--- config.mk ---
export PLATFORM = sky130hd
export DESIGN_NAME = umst_top
export DESIGN_NICKNAME = d
export VERILOG_FILES = /design/src/umst_pkg.sv /design/src/umst_sync_if.sv /design/src/umst_top.sv /design/src/umst_sync.sv
export VERILOG_INCLUDE_DIRS = /design/src
export SDC_FILE = /design/constraint.sdc
export NUM_CORES = 1
export LEC_CHECK = 0
export ABC_AREA = 1
export BUFFER_PORTS_ARGS = -buffer_cell sky130_fd_sc_hd__buf_2
export CAP_MARGIN = 10
export CELL_PAD_IN_SITES_DETAIL_PLACEMENT = 1
export CELL_PAD_IN_SITES_GLOBAL_PLACEMENT = 1
export CORE_MARGIN = 3
export CORE_UTILIZATION = 30
export DETAILED_ROUTE_END_ITERATION = 16
export PLACE_DENSITY = 0.75
export SLEW_MARGIN = 20
export SYNTH_ARGS = -nofsm -noshare
export SYNTH_HDL_FRONTEND = slang
export SYNTH_SLANG_ARGS = --single-unit
--- constraint.sdc ---
create_clock -name pclk -period 1.17 [get_ports pclk]
set_input_delay 0.234 -clock pclk [delete_from_list [all_inputs] [get_ports pclk]]
set_output_delay 0.234 -clock pclk [all_outputs]
set_load 0.01 [all_outputs]
--- src/umst_map.svh ---
// Register indices, field positions and reset values of the modem-status block
`ifndef UMST_MAP_SVH
`define UMST_MAP_SVH

// Register indices; byte address is four times the index
`define UMST_IDX_RX_HOLD 6'h00
`define UMST_IDX_MOD_CTRL 6'h04
`define UMST_IDX_LINE_ST 6'h05
`define UMST_IDX_MODEM_ST 6'h06

// Word alignment of the byte address
`define UMST_ALIGN_OK 2'h0

// Field positions in modem_output_control
`define UMST_MC_DTR 0
`define UMST_MC_RTS 1
`define UMST_MC_USER_OUTPUT_ONE 2
`define UMST_MC_USER_OUTPUT_TWO 3
`define UMST_MC_LOOP 4
`define UMST_MC_MSB 4

// Field positions in the line-state register
`define UMST_LS_RX_AVAIL 0

// Line vector slots; same order as the change flags in modem_line_state
`define UMST_LN_CTS 0
`define UMST_LN_DSR 1
`define UMST_LN_RI 2
`define UMST_LN_DCD 3

// Reset values, and the age counter's limit and step
`define UMST_MC_RESET 5'h00
`define UMST_PINS_IDLE 4'hf
`define UMST_LINES_RESET 4'h0
`define UMST_BYTE_RESET 8'h00
`define UMST_WORD_RESET 32'h0000_0000
`define UMST_AGE_FULL 2'h3
`define UMST_AGE_STEP 2'h1

`endif

--- src/umst_pkg.sv ---
// Types shared by the modem-status block
package umst_pkg;
    // One bit per modem line, slot order cts, dsr, ri, dcd
    typedef logic [3:0] umst_lines_t;
    // Bus slave phase, one-hot
    typedef enum logic [1:0] {
        UMST_ST_IDLE = 2'b01,
        UMST_ST_DONE = 2'b10
    } umst_state_t;
endpackage

--- src/umst_sync_if.sv ---
// Raw modem pins in, synchronised active-high levels out
`timescale 1ns/1ps
interface umst_sync_if;
    umst_pkg::umst_lines_t pins_n;
    umst_pkg::umst_lines_t level;
    modport sync_side (input pins_n, output level);
    modport user (output pins_n, input level);
endinterface

--- src/umst_top.sv ---
// Modem-status tracking of one UART channel behind an APB slave
//
// Local design decision: the APB slave port.
`timescale 1ns/1ps
`include "umst_map.svh"
module umst_top (
    input wire logic pclk,
    input wire logic presetn,
    input wire logic psel,
    input wire logic penable,
    input wire logic pwrite,
    input wire logic [7:0] paddr,
    input wire logic [31:0] pwdata,
    output logic [31:0] prdata,
    output logic pready,
    output logic pslverr,
    input wire logic rx_load,
    input wire logic [7:0] rx_data,
    input wire logic cts_n,
    input wire logic dsr_n,
    input wire logic ri_n,
    input wire logic dcd_n,
    output logic dtr_n,
    output logic rts_n,
    output logic user_output_one_n,
    output logic user_output_two_n,
    output logic modem_irq
);
    import umst_pkg::*;

    umst_state_t state_reg;
    logic pready_reg;
    logic pslverr_reg;
    logic [31:0] prdata_reg;
    logic [31:0] rd_mux;
    logic [`UMST_MC_MSB:0] mod_ctrl_reg;
    logic [7:0] rx_hold_reg;
    logic rx_avail_reg;
    umst_lines_t prev_reg;
    umst_lines_t flags_reg;
    umst_lines_t flags_next;
    umst_lines_t sel_level;
    umst_lines_t loop_level;
    umst_lines_t chg_vec;
    umst_lines_t clr_mask;
    logic modem_irq_reg;
    logic dtr_n_reg;
    logic rts_n_reg;
    logic user_output_one_n_reg;
    logic user_output_two_n_reg;
    logic loop_on;
    logic [5:0] idx;
    logic aligned;
    logic hit_rx_hold;
    logic hit_mod_ctrl;
    logic hit_line_st;
    logic hit_modem_st;
    logic mapped;
    logic acc_first;
    logic acc_done;
    logic rd_modem_done;
    logic rd_rx_done;
    logic [1:0] age_reg;

    umst_sync_if lines_if ();

    // Pins go through the synchroniser before any edge check
    assign lines_if.pins_n = {dcd_n, ri_n, dsr_n, cts_n};

    umst_sync u_sync (
        .pclk(pclk),
        .presetn(presetn),
        .lines(lines_if.sync_side)
    );

    // Address decode; unaligned addresses count as unmapped
    assign idx = paddr[7:2];
    assign aligned = (paddr[1:0] == `UMST_ALIGN_OK);
    assign hit_rx_hold = aligned && (idx == `UMST_IDX_RX_HOLD);
    assign hit_mod_ctrl = aligned && (idx == `UMST_IDX_MOD_CTRL);
    assign hit_line_st = aligned && (idx == `UMST_IDX_LINE_ST);
    assign hit_modem_st = aligned && (idx == `UMST_IDX_MODEM_ST);
    assign mapped = hit_rx_hold || hit_mod_ctrl || hit_line_st || hit_modem_st;

    // First access cycle latches data, the second one completes
    assign acc_first = psel && penable && (state_reg == UMST_ST_IDLE);
    assign acc_done = psel && penable && pready_reg;
    assign rd_modem_done = acc_done && !pwrite && hit_modem_st;
    assign rd_rx_done = acc_done && !pwrite && hit_rx_hold;

    // Slave phase: always one wait state, then pready for one cycle
    always_ff @(posedge pclk or negedge presetn) begin
        if (!presetn) begin
            state_reg <= UMST_ST_IDLE;
            pready_reg <= 1'b0;
        end else begin
            case (state_reg)
                UMST_ST_IDLE: begin
                    if (psel && penable) begin
                        state_reg <= UMST_ST_DONE;
                        pready_reg <= 1'b1;
                    end
                end
                UMST_ST_DONE: begin
                    state_reg <= UMST_ST_IDLE;
                    pready_reg <= 1'b0;
                end
                default: begin
                    state_reg <= UMST_ST_IDLE;
                    pready_reg <= 1'b0;
                end
            endcase
        end
    end

    // Error answer for any address outside the map
    always_ff @(posedge pclk or negedge presetn) begin
        if (!presetn) begin
            pslverr_reg <= 1'b0;
        end else if (acc_first) begin
            pslverr_reg <= !mapped;
        end else begin
            pslverr_reg <= 1'b0;
        end
    end

    // Loopback feeds the channel's own control bits back in
    assign loop_on = mod_ctrl_reg[`UMST_MC_LOOP];
    assign loop_level[`UMST_LN_CTS] = mod_ctrl_reg[`UMST_MC_RTS];
    assign loop_level[`UMST_LN_DSR] = mod_ctrl_reg[`UMST_MC_DTR];
    assign loop_level[`UMST_LN_RI] = mod_ctrl_reg[`UMST_MC_USER_OUTPUT_ONE];
    assign loop_level[`UMST_LN_DCD] = mod_ctrl_reg[`UMST_MC_USER_OUTPUT_TWO];
    // Pin levels are already complemented by the synchroniser
    assign sel_level = loop_on ? loop_level : lines_if.level;

    // Read data, built from current state in the first access cycle
    always_comb begin
        rd_mux = `UMST_WORD_RESET;
        if (hit_rx_hold) begin
            rd_mux[7:0] = rx_hold_reg;
        end else if (hit_mod_ctrl) begin
            rd_mux[`UMST_MC_MSB:0] = mod_ctrl_reg;
        end else if (hit_line_st) begin
            rd_mux[`UMST_LS_RX_AVAIL] = rx_avail_reg;
        end else if (hit_modem_st) begin
            rd_mux[7:0] = {sel_level, flags_reg};
        end
    end

    // Read data held until the next read; zero on unmapped reads
    always_ff @(posedge pclk or negedge presetn) begin
        if (!presetn) begin
            prdata_reg <= `UMST_WORD_RESET;
        end else if (acc_first && !pwrite) begin
            prdata_reg <= rd_mux;
        end
    end

    // Control register written at the completing edge only
    always_ff @(posedge pclk or negedge presetn) begin
        if (!presetn) begin
            mod_ctrl_reg <= `UMST_MC_RESET;
        end else if (acc_done && pwrite && hit_mod_ctrl) begin
            mod_ctrl_reg <= pwdata[`UMST_MC_MSB:0];
        end
    end

    // Control pins are active low; loopback parks them inactive
    always_ff @(posedge pclk or negedge presetn) begin
        if (!presetn) begin
            dtr_n_reg <= 1'b1;
            rts_n_reg <= 1'b1;
            user_output_one_n_reg <= 1'b1;
            user_output_two_n_reg <= 1'b1;
        end else begin
            dtr_n_reg <= loop_on || !mod_ctrl_reg[`UMST_MC_DTR];
            rts_n_reg <= loop_on || !mod_ctrl_reg[`UMST_MC_RTS];
            user_output_one_n_reg <= loop_on || !mod_ctrl_reg[`UMST_MC_USER_OUTPUT_ONE];
            user_output_two_n_reg <= loop_on || !mod_ctrl_reg[`UMST_MC_USER_OUTPUT_TWO];
        end
    end

    // Receive holding word; a new load overwrites an unread one
    always_ff @(posedge pclk or negedge presetn) begin
        if (!presetn) begin
            rx_hold_reg <= `UMST_BYTE_RESET;
        end else if (rx_load) begin
            rx_hold_reg <= rx_data;
        end
    end

    // Char-available: a load in the reading cycle keeps it set
    always_ff @(posedge pclk or negedge presetn) begin
        if (!presetn) begin
            rx_avail_reg <= 1'b0;
        end else if (rx_load) begin
            rx_avail_reg <= 1'b1;
        end else if (rd_rx_done) begin
            rx_avail_reg <= 1'b0;
        end
    end

    // Last seen level of each line, for edge checks
    always_ff @(posedge pclk or negedge presetn) begin
        if (!presetn) begin
            prev_reg <= `UMST_LINES_RESET;
        end else begin
            prev_reg <= sel_level;
        end
    end

    // Level changes; ring counts only its pin rising 0 to 1
    assign chg_vec[`UMST_LN_CTS] = sel_level[`UMST_LN_CTS] ^ prev_reg[`UMST_LN_CTS];
    assign chg_vec[`UMST_LN_DSR] = sel_level[`UMST_LN_DSR] ^ prev_reg[`UMST_LN_DSR];
    assign chg_vec[`UMST_LN_RI] = prev_reg[`UMST_LN_RI] && !sel_level[`UMST_LN_RI];
    assign chg_vec[`UMST_LN_DCD] = sel_level[`UMST_LN_DCD] ^ prev_reg[`UMST_LN_DCD];

    // Clear only the bits the host actually saw, so nothing is lost
    assign clr_mask = rd_modem_done ? prdata_reg[3:0] : `UMST_LINES_RESET;
    // Set wins over clear
    assign flags_next = (flags_reg & ~clr_mask) | chg_vec;

    // Sticky change flags
    always_ff @(posedge pclk or negedge presetn) begin
        if (!presetn) begin
            flags_reg <= `UMST_LINES_RESET;
        end else begin
            flags_reg <= flags_next;
        end
    end

    // Interrupt is a registered OR of the flags
    always_ff @(posedge pclk or negedge presetn) begin
        if (!presetn) begin
            modem_irq_reg <= 1'b0;
        end else begin
            modem_irq_reg <= |flags_reg;
        end
    end

    // Cycles since reset, so pin history checks skip reset time
    always_ff @(posedge pclk or negedge presetn) begin
        if (!presetn) begin
            age_reg <= 2'h0;
        end else if (age_reg != `UMST_AGE_FULL) begin
            age_reg <= age_reg + `UMST_AGE_STEP;
        end
    end

    // Outputs straight from flip-flops
    assign prdata = prdata_reg;
    assign pready = pready_reg;
    assign pslverr = pslverr_reg;
    assign dtr_n = dtr_n_reg;
    assign rts_n = rts_n_reg;
    assign user_output_one_n = user_output_one_n_reg;
    assign user_output_two_n = user_output_two_n_reg;
    assign modem_irq = modem_irq_reg;
endmodule // umst_top

--- src/umst_sync.sv ---
// Two-flop synchroniser for the four modem input pins
`timescale 1ns/1ps
`include "umst_map.svh"
module umst_sync (
    input wire logic pclk,
    input wire logic presetn,
    umst_sync_if.sync_side lines
);
    import umst_pkg::*;

    umst_lines_t stage1_reg;
    umst_lines_t stage2_reg;

    // Pins idle high, so reset to the inactive level
    always_ff @(posedge pclk or negedge presetn) begin
        if (!presetn) begin
            stage1_reg <= `UMST_PINS_IDLE;
            stage2_reg <= `UMST_PINS_IDLE;
        end else begin
            stage1_reg <= lines.pins_n;
            stage2_reg <= stage1_reg;
        end
    end

    // Complement of the settled pins
    assign lines.level = ~stage2_reg;
endmodule // umst_sync

==> results of run 1 <==
cells by family after synthesis:
| family | count (synthesis) | share of synthesized area [%] |
|---|---|---|
| and+or+nand+nor | 90 | 19.4 |
| buffers and inverters | 63 | 15.4 |
| DFF | 46 | 54.9 |
| xor gates and xnor gates | 2 | 0.824 |
| other | 1 | 0.176 |
| AOI/OAI and AO/OA | 33 | 8.76 |
| muxes | 1 | 0.529 |
repair_timing:
item | 4_1_cts | 5_1_grt
pin swaps | 1 | 10
hold buffers | 1 | 0
cloned | 0 | 1
hold endpoints to repair | 4 | 0
setup buffers | 2 | 5
setup endpoints to repair | 15 | 23
gates resized for setup | 10 | 20
final timing paths:
path	startpoint	to	slack, ps	cells after the start
worst max-delay path	state_reg[0]$_DFFE_PN1P_	prdata[2]$_DFFE_PN0P_	-150	6
worst min-delay path	dcd_n	u_sync.stage1_reg[3]$_DFF_PN1_	40	1
worst max register to register	state_reg[0]$_DFFE_PN1P_	prdata[2]$_DFFE_PN0P_	-150	6
worst min register to register	u_sync.stage1_reg[0]$_DFF_PN1_	u_sync.stage2_reg[0]$_DFF_PN1_	350	0
max in group asynchronous	presetn	user_output_one_n$_DFF_PN1_	290	3
min in group asynchronous	presetn	rx_hold_reg[6]$_DFFE_PN0P_	340	2
Yosys cell counts:
library cell  instances  area, sq um
a21oi_2               1         8.76
nor2_4                1         11.3
buf_2                 1         5.00
o21a_1                3         22.5
nand4_4               1         21.3
or2_1                 1         6.26
nor3_4                1         16.3
nand2_2               2         12.5
nand2_1              60          225
dfrtp_1              33          826
nor3_1                1         5.00
clkbuf_1              1         3.75
conb_1                1         3.75
inv_1                25         93.8
nor2_1               14         52.6
nor2_8                1         20.0
o21ai_1              15         75.1
xor2_1                2         17.5
clkinv_1              1         3.75
o21ai_0               9         45.0
mux2_2                1         11.3
buf_4                24          180
or2_0                 1         6.26
dfstp_2              13          342
nand4_1               1         6.26
o22ai_1               2         12.5
a21o_1                2         15.0
nand3_1               6         30.0
inv_2                11         41.3
o21bai_1              1         7.51
metal layers:
layer / part of all wire, % / routed length, um
met1: 42 / 2140
met2: 52 / 2640
met3: 4.5 / 226
met4: 0.73 / 37
met5: 0 / 0
power by group through the flow:
stage | Clock (mW) | Sequential [mW] | Combinational, mW
3_5_place_dp | 0 | 1.76 | 0.400
6_report | 0.984 | 1.73 | 0.431
3_3_place_gp | 0 | 1.76 | 0.385
4_1_cts | 1.02 | 1.73 | 0.417
2_1_floorplan | 0 | 1.77 | 0.242
5_1_grt | 1.10 | 1.74 | 0.488
cell type report:
type                            count  area (sq um)
Clock buffer                        7          86.3
Clock inverter                      1          5.00
Fill cell                         825          4040
Inverter                           37           141
Multi-Input combinational cell    151           815
Sequential cell                    46          1170
Tap cell                           96           120
Timing Repair Buffer               68           453
==> results.yml, run 1 <==
detailed_routing:
  vias: 1710
  totalWireLength_um: 5040
  dr.pass1.iters: 4
  drtIter0Drc: 62
  wl_per_cell_um: 12.4
  viasPerCell: 4.21
  drc: 0
  antenna_left: 0
global_routing:
  grt_pass1_wl_um: 8050
  grt_antenna_before_repair: 0
  grt.total_usage_pct: 12.1
  grt_overflow: 0
  grt_max_degree: 37
  met3_usage_pct: 2.51
  grt_pass1_vias: 1744
  grtUsageMet2_pct: 22.2
  use_met1_pct: 14.3
  grt-busiest-layer: "met2"
floorplan:
  die_w_um: 90.2
  start_util_pct: 31.1
  coreArea_sq_um: 6830
  ioPinCount: 97
  dieArea_sq_um: 8140
  die_y_um: 90.2
  rows: 30
layout:
  final_common_cell: "nand2_1"
  final_util_pct: 40.8
  stdcell_area_sq_um: 2790
  nets: 367
  stdcell_count: 406
  area_growth_pct: 31.2
  diodes: 0
  layout_common_cells: "nand2_1, buf_2, dfrtp_1"
  layout-drive-gt1-share_pct: 39.0
power:
  power_density_nw_per_um2: 1130
  ir_drop_v: 0.000577
  seqPwrFrac_pct: 55.0
  swShare_pct: 25.7
  internal_power_mw: 2.34
  p_comb_share_pct: 13.7
  p_leak_nw: 1.47
  p_clk_share_pct: 31.3
  switchingPower_mw: 0.808
  total_power_mw: 3.15
place:
  dpl_cell_area_sq_um: 2500
  dp_hpwl_um: 3720
  place_congestion: 0.791
  dp_slack_ps: -289
  numPortBuffers: 45
  place_inst: 390
worst_setup_path:
  worstPathCellList: "inv_2 > nor3_4 > inv_2 > nor2_8 > o21ai_1 > o21a_1"
  slowest_delay_ps: 540
  cp_data_arrival_time_ps: 1500
  crit_type: "reg2reg"
  startpoint_type: "flop"
  cpMaxStageDelayCell: "dfstp_2"
  worstPathRequired_ps: 1350
  crit_buf_inv: 2
  critPathMaxFanout: 8
  crit_top_cell: "inv_2"
  critical-path-top-delay-family: "flip-flops"
  worstSetupEndpointType: "flop"
hold_path:
  worstHoldPathType: "in2reg"
clock_tree:
  cts_tree: "done"
  cts-root-buf: "clkbuf_8"
  insertion_delay_ps: 290
  clk_transition_reported_paths_ps: 80
  cts.sinks: 46
  cts_buffers: 5
  htree_levels: 2
  cts_max_path_buffers: 2
synthesis:
  synth_seq_cells: 46
  yosysSeqAreaShare_pct: 54.9
  synth.distinct_cells: 30
  netlist_area_sq_um: 2130
  syn_inst: 236
  yosys_warnings: 0
  syn_avg_cell_area_sq_um: 9.01
timing:
  post-route-period-util_pct: 113
  finalClockSkew_ps: 5.90
  worst_slack_ps: -149
  setup_tns_ps: -1030
  rsz0062_at_grt: "yes"
  hold_viol: 0
  slew_viol_final: 0
  timing.fmax_mhz: 758
  period_minus_slack_ps: 1320
  setup_viol: 9
  whs_ps: 39.3
outcome:
  failed_checks: "negative setup slack"
  status: "complete, but fails checks"
run:
  cap_violations: 0
Power figures use the tool's default switching activity.
==> inputs of run 2 (changes only) <==
- CAP_MARGIN: 10 -> not set
- REMOVE_ABC_BUFFERS: not set -> 1
==> results.yml, run 2 (synthesized netlist as in run 1, its figures left out) <==
timing:
  timing.fmax_mhz: 732
  slew_viol_final: 0
  post-route-period-util_pct: 117
  setup_tns_ps: -1350
  worst_slack_ps: -197
  finalClockSkew_ps: 3.19
  hold_viol: 0
  setup_viol: 10
  rsz0062_at_grt: "yes"
  period_minus_slack_ps: 1370
power:
  swShare_pct: 26.8
  p_clk_share_pct: 32.2
  p_leak_nw: 1.44
  seqPwrFrac_pct: 54.0
  switchingPower_mw: 0.855
  internal_power_mw: 2.34
  p_comb_share_pct: 13.8
  power_density_nw_per_um2: 1150
  ir_drop_v: 0.000624
clock_tree:
  cts_buffers: 5
  cts_tree: "done"
  htree_levels: 2
  cts_max_path_buffers: 2
  cts.sinks: 46
  cts-root-buf: "clkbuf_8"
  clk_transition_reported_paths_ps: 90
  insertion_delay_ps: 300
place:
  numPortBuffers: 45
  dp_hpwl_um: 3630
  place_congestion: 0.767
global_routing:
  grt_pass1_vias: 1741
  grt_pass1_wl_um: 7980
  grt.total_usage_pct: 12.2
  grt_antenna_before_repair: 0
  grt_max_degree: 47
  grt_overflow: 0
worst_setup_path:
  crit_buf_inv: 2
  worstPathRequired_ps: 1370
  rr_worst_depth: 6
  critical-path-top-delay-family: "flip-flops"
  critPathMaxFanout: 8
  crit_top_cell: "inv_2"
  cp_num_cells: 6
  worstSetupEndpointType: "flop"
  cp_data_arrival_time_ps: 1560
  startpoint_type: "flop"
  crit_type: "reg2reg"
  slowest_delay_ps: 540
  cpMaxStageDelayCell: "dfstp_2"
  worstPathCellList: "inv_2 > nor3_4 > inv_2 > nor2_8 > o21ai_1 > o21a_1"
detailed_routing:
  drtIter0Drc: 54
  dr.pass1.iters: 4
  antenna_left: 0
  wl_per_cell_um: 12.5
  totalWireLength_um: 5030
  vias: 1711
  drc: 0
  viasPerCell: 4.24
layout:
  nets: 365
  multi_input_area_sq_um: 802
  seqCellArea_sq_um: 1170
  diodes: 0
  layout_common_cells: "nand2_1, buf_2, dfrtp_1"
  area_growth_pct: 30.5
  layout-drive-gt1-share_pct: 39.6
  fill_cells: 839
  final_util_pct: 40.6
  final_common_cell: "nand2_1"
floorplan:
  ioPinCount: 97
  dieArea_sq_um: 8140
  start_util_pct: 31.1
  rows: 30
  coreArea_sq_um: 6830
  die_w_um: 90.2
  die_y_um: 90.2
hold_path:
  min_path_cells: 1
  worstHoldPathType: "in2reg"
outcome:
  failed_checks: "negative setup slack"
  status: "complete, but fails checks"
run:
  cap_violations: 0
==> run 2: cell types whose count changed in the layout (fill, tap and decap cells not counted), sizes merged <==
cell,before,now
clkbuf,7,6
clkinvlp,0,1
buf,67,65
==> run 2: per-stage QoR <==
step | setup slack [ps] | hold WS, ps | total power, mW | area, sq um | std cells
finish | -197 | 23.0 | 3.19 | 2780 | 404
global route | -278 | 1.17 | 3.37 | 2780 | 404
CTS | -200 | 9.42 | 3.21 | 2700 | 400
detailed placement | -261 | 235 | 2.16 | 2510 | 389
global placement | -200 | 231 | 2.14 | 2510 | 389
floorplan | -84.0 | -61.6 | 1.94 | 2020 | 233
==> run 2: final cells by class <==
class                      instances  share of cell area [%]
clock buffer                       6                    2.97
clock inverter                     2                   0.451
inverter                          37                    5.18
multi-input combinational        151                    28.9
sequential                        46                    42.1
tap                               96                    4.33
timing repair buffer              66                    16.1
==> run 2: worst reg2reg max path: cells and delay by family (launching register included) <==
kind	cells	cell delay, ps
AOI/OAI and AO/OA	2	270
buffers and inverters	2	130
DFF	1	540
and+or+nand+nor	2	310
==> run 2: path summary, 6_finish.rpt <==
path / startpoint / to / slack, ps
min in group asynchronous: presetn / rx_hold_reg[2]$_DFFE_PN0P_ / 430
min reg2reg: u_sync.stage1_reg[0]$_DFF_PN1_ / u_sync.stage2_reg[0]$_DFF_PN1_ / 360
max in group asynchronous: presetn / user_output_one_n$_DFF_PN1_ / 460
max reg2reg: state_reg[0]$_DFFE_PN1P_ / prdata[3]$_DFFE_PN0P_ / -200
max: state_reg[0]$_DFFE_PN1P_ / prdata[3]$_DFFE_PN0P_ / -200
min: dsr_n / u_sync.stage1_reg[1]$_DFF_PN1_ / 20
==> run 2: power groups by stage <==
| stage | logic (mW) | registers [mW] | clock network [mW] |
|---|---|---|---|
| after floorplan | 0.178 | 1.77 | 0 |
| after global placement | 0.389 | 1.75 | 0 |
| after detailed placement | 0.400 | 1.75 | 0 |
| after CTS | 0.423 | 1.73 | 1.06 |
| after global routing | 0.495 | 1.74 | 1.14 |
| final | 0.440 | 1.73 | 1.03 |
==> run 2: repair_timing <==
item	in CTS	in global routing
gates cloned	0	1
hold buffers	1	0
buffers inserted	2	4
resized for setup	17	13
endpoints found under the hold margin	33	0
endpoints found under the setup margin	18	24
pin swaps	9	8
==> run 2: per-layer routing <==
layer,GRT usage [%],up-vias,share of wire [%]
met5,0,-,0
met4,4.08,0,1.7
met3,3.85,9,6.5
met2,21.0,52,49
met1,14.3,833,43
li1,-,817,-
==> inputs of run 3 (changes only) <==
- CORE_MARGIN: 3 -> 10
==> results.yml, run 3 (synthesized netlist as in run 1, its figures left out) <==
power:
  p_leak_nw: 1.47
  switchingPower_mw: 0.860
  total_power_mw: 3.27
  seqPwrFrac_pct: 52.7
  ir_drop_v: 0.000580
  power_density_nw_per_um2: 1150
  swShare_pct: 26.3
  p_comb_share_pct: 13.8
  internal_power_mw: 2.41
  p_clk_share_pct: 33.5
layout:
  layout-drive-gt1-share_pct: 40.0
  fill_cells: 845
  final_util_pct: 41.5
  diodes: 0
  nets: 367
  stdcell_area_sq_um: 2840
  final_common_cell: "nand2_1"
  area_growth_pct: 33.3
  layout_common_cells: "nand2_1, buf_2, dfrtp_1"
global_routing:
  grt_pass1_wl_um: 8830
  grt_overflow: 0
  grt_antenna_before_repair: 0
  grt_pass1_vias: 1876
  grt_max_degree: 47
  grt.total_usage_pct: 9.91
clock_tree:
  htree_levels: 2
  cts_tree: "done"
  insertion_delay_ps: 300
  cts_max_path_buffers: 2
  clk_transition_reported_paths_ps: 90
  cts-root-buf: "clkbuf_8"
  cts_buffers: 5
  cts.sinks: 46
timing:
  slew_viol_final: 0
  setup_viol: 10
  rsz0062_at_grt: "yes"
  post-route-period-util_pct: 116
  period_minus_slack_ps: 1360
  worst_slack_ps: -187
  hold_viol: 0
  finalClockSkew_ps: 1.47
  whs_ps: 19.5
  timing.fmax_mhz: 737
worst_setup_path:
  crit_type: "reg2reg"
  worstSetupEndpointType: "flop"
  critPathMaxFanout: 8
  startpoint_type: "flop"
  worstPathRequired_ps: 1370
  cp_data_arrival_time_ps: 1560
outcome:
  status: "complete, but fails checks"
  failed_checks: "negative setup slack"
floorplan:
  rows: 30
  ioPinCount: 97
  coreArea_sq_um: 6830
  die_y_um: 104
  die_w_um: 104
  dieArea_sq_um: 10900
  start_util_pct: 31.1
hold_path:
  worstHoldPathType: "in2reg"
place:
  dpl_cell_area_sq_um: 2510
  place_congestion: 0.782
  numPortBuffers: 45
  dp_hpwl_um: 4130
detailed_routing:
  viasPerCell: 4.16
  vias: 1690
  antenna_left: 0
  totalWireLength_um: 5450
  drc: 0
  dr.pass1.iters: 4
  drtIter0Drc: 40
  wl_per_cell_um: 13.4
run:
  cap_violations: 0
[run 3: changes by cell type in the layout (fill, tap and decap cells not counted), sizes merged]
cell      change
nand4         -1
clkinv        +1
clkinvlp      -1
buf           +3
[run 3: per-layer routing]
metal / up-vias / GRT usage, % / wire [um]
li1: 825 / - / -
met1: 811 / 10.8 / 2290
met2: 46 / 16.9 / 2770
met3: 8 / 3.04 / 285
met4: 0 / 5.07 / 101
met5: - / 0 / 0
[run 3: worst max-delay path, cell delays in order (launching register included)]
cell and delay, ps:
dfstp_2 530, inv_2 40, nor3_4 140, inv_2 90
nor2_8 190, o21ai_1 100, o21a_1 170
[run 3: repair_timing]
action                                  CTS  global route
buffers inserted                          2             6
gates resized for setup                  20            17
endpoints found under the hold margin    33             0
endpoints found under the setup margin   18            24
hold buffers                              1             0
pin swaps                                 9            10
[run 3: cell type report]
cell class | count | area, sq um | share of cell area (%)
Tap cell | 96 | 120 | 4.24
Multi-Input combinational cell | 150 | 807 | 28.5
Timing Repair Buffer | 69 | 492 | 17.3
Inverter | 37 | 144 | 5.08
Sequential cell | 46 | 1170 | 41.2
Clock buffer | 6 | 93.8 | 3.31
Clock inverter | 2 | 10.0 | 0.353
[run 3: final timing paths]
path	startpoint	endpoint	slack [ps]	cells past startpoint
worst min register to register	u_sync.stage1_reg[2]$_DFF_PN1_	u_sync.stage2_reg[2]$_DFF_PN1_	360	0
worst max register to register	state_reg[0]$_DFFE_PN1P_	prdata[2]$_DFFE_PN0P_	-190	6
max in group asynchronous	presetn	state_reg[0]$_DFFE_PN1P_	460	3
worst max-delay path	state_reg[0]$_DFFE_PN1P_	prdata[2]$_DFFE_PN0P_	-190	6
worst min-delay path	dcd_n	u_sync.stage1_reg[3]$_DFF_PN1_	20	1
min in group asynchronous	presetn	rx_hold_reg[2]$_DFFE_PN0P_	430	3
[run 3: metrics by stage]
step	setup TNS [ps]	setup slack, ps	std cells
2_1_floorplan	-413	-84.0	233
3_3_place_gp	-2920	-206	390
3_5_place_dp	-3490	-246	390
4_1_cts	-1510	-201	401
5_1_grt	-2540	-297	406
6_report	-1370	-187	406
[run 3: power by group through the flow]
stage	sequential, mW	clock (mW)	combinational, mW
finish	1.72	1.10	0.452
global route	1.73	1.20	0.510
CTS	1.72	1.14	0.440
detailed placement	1.75	0	0.411
global placement	1.75	0	0.395
floorplan	1.77	0	0.178
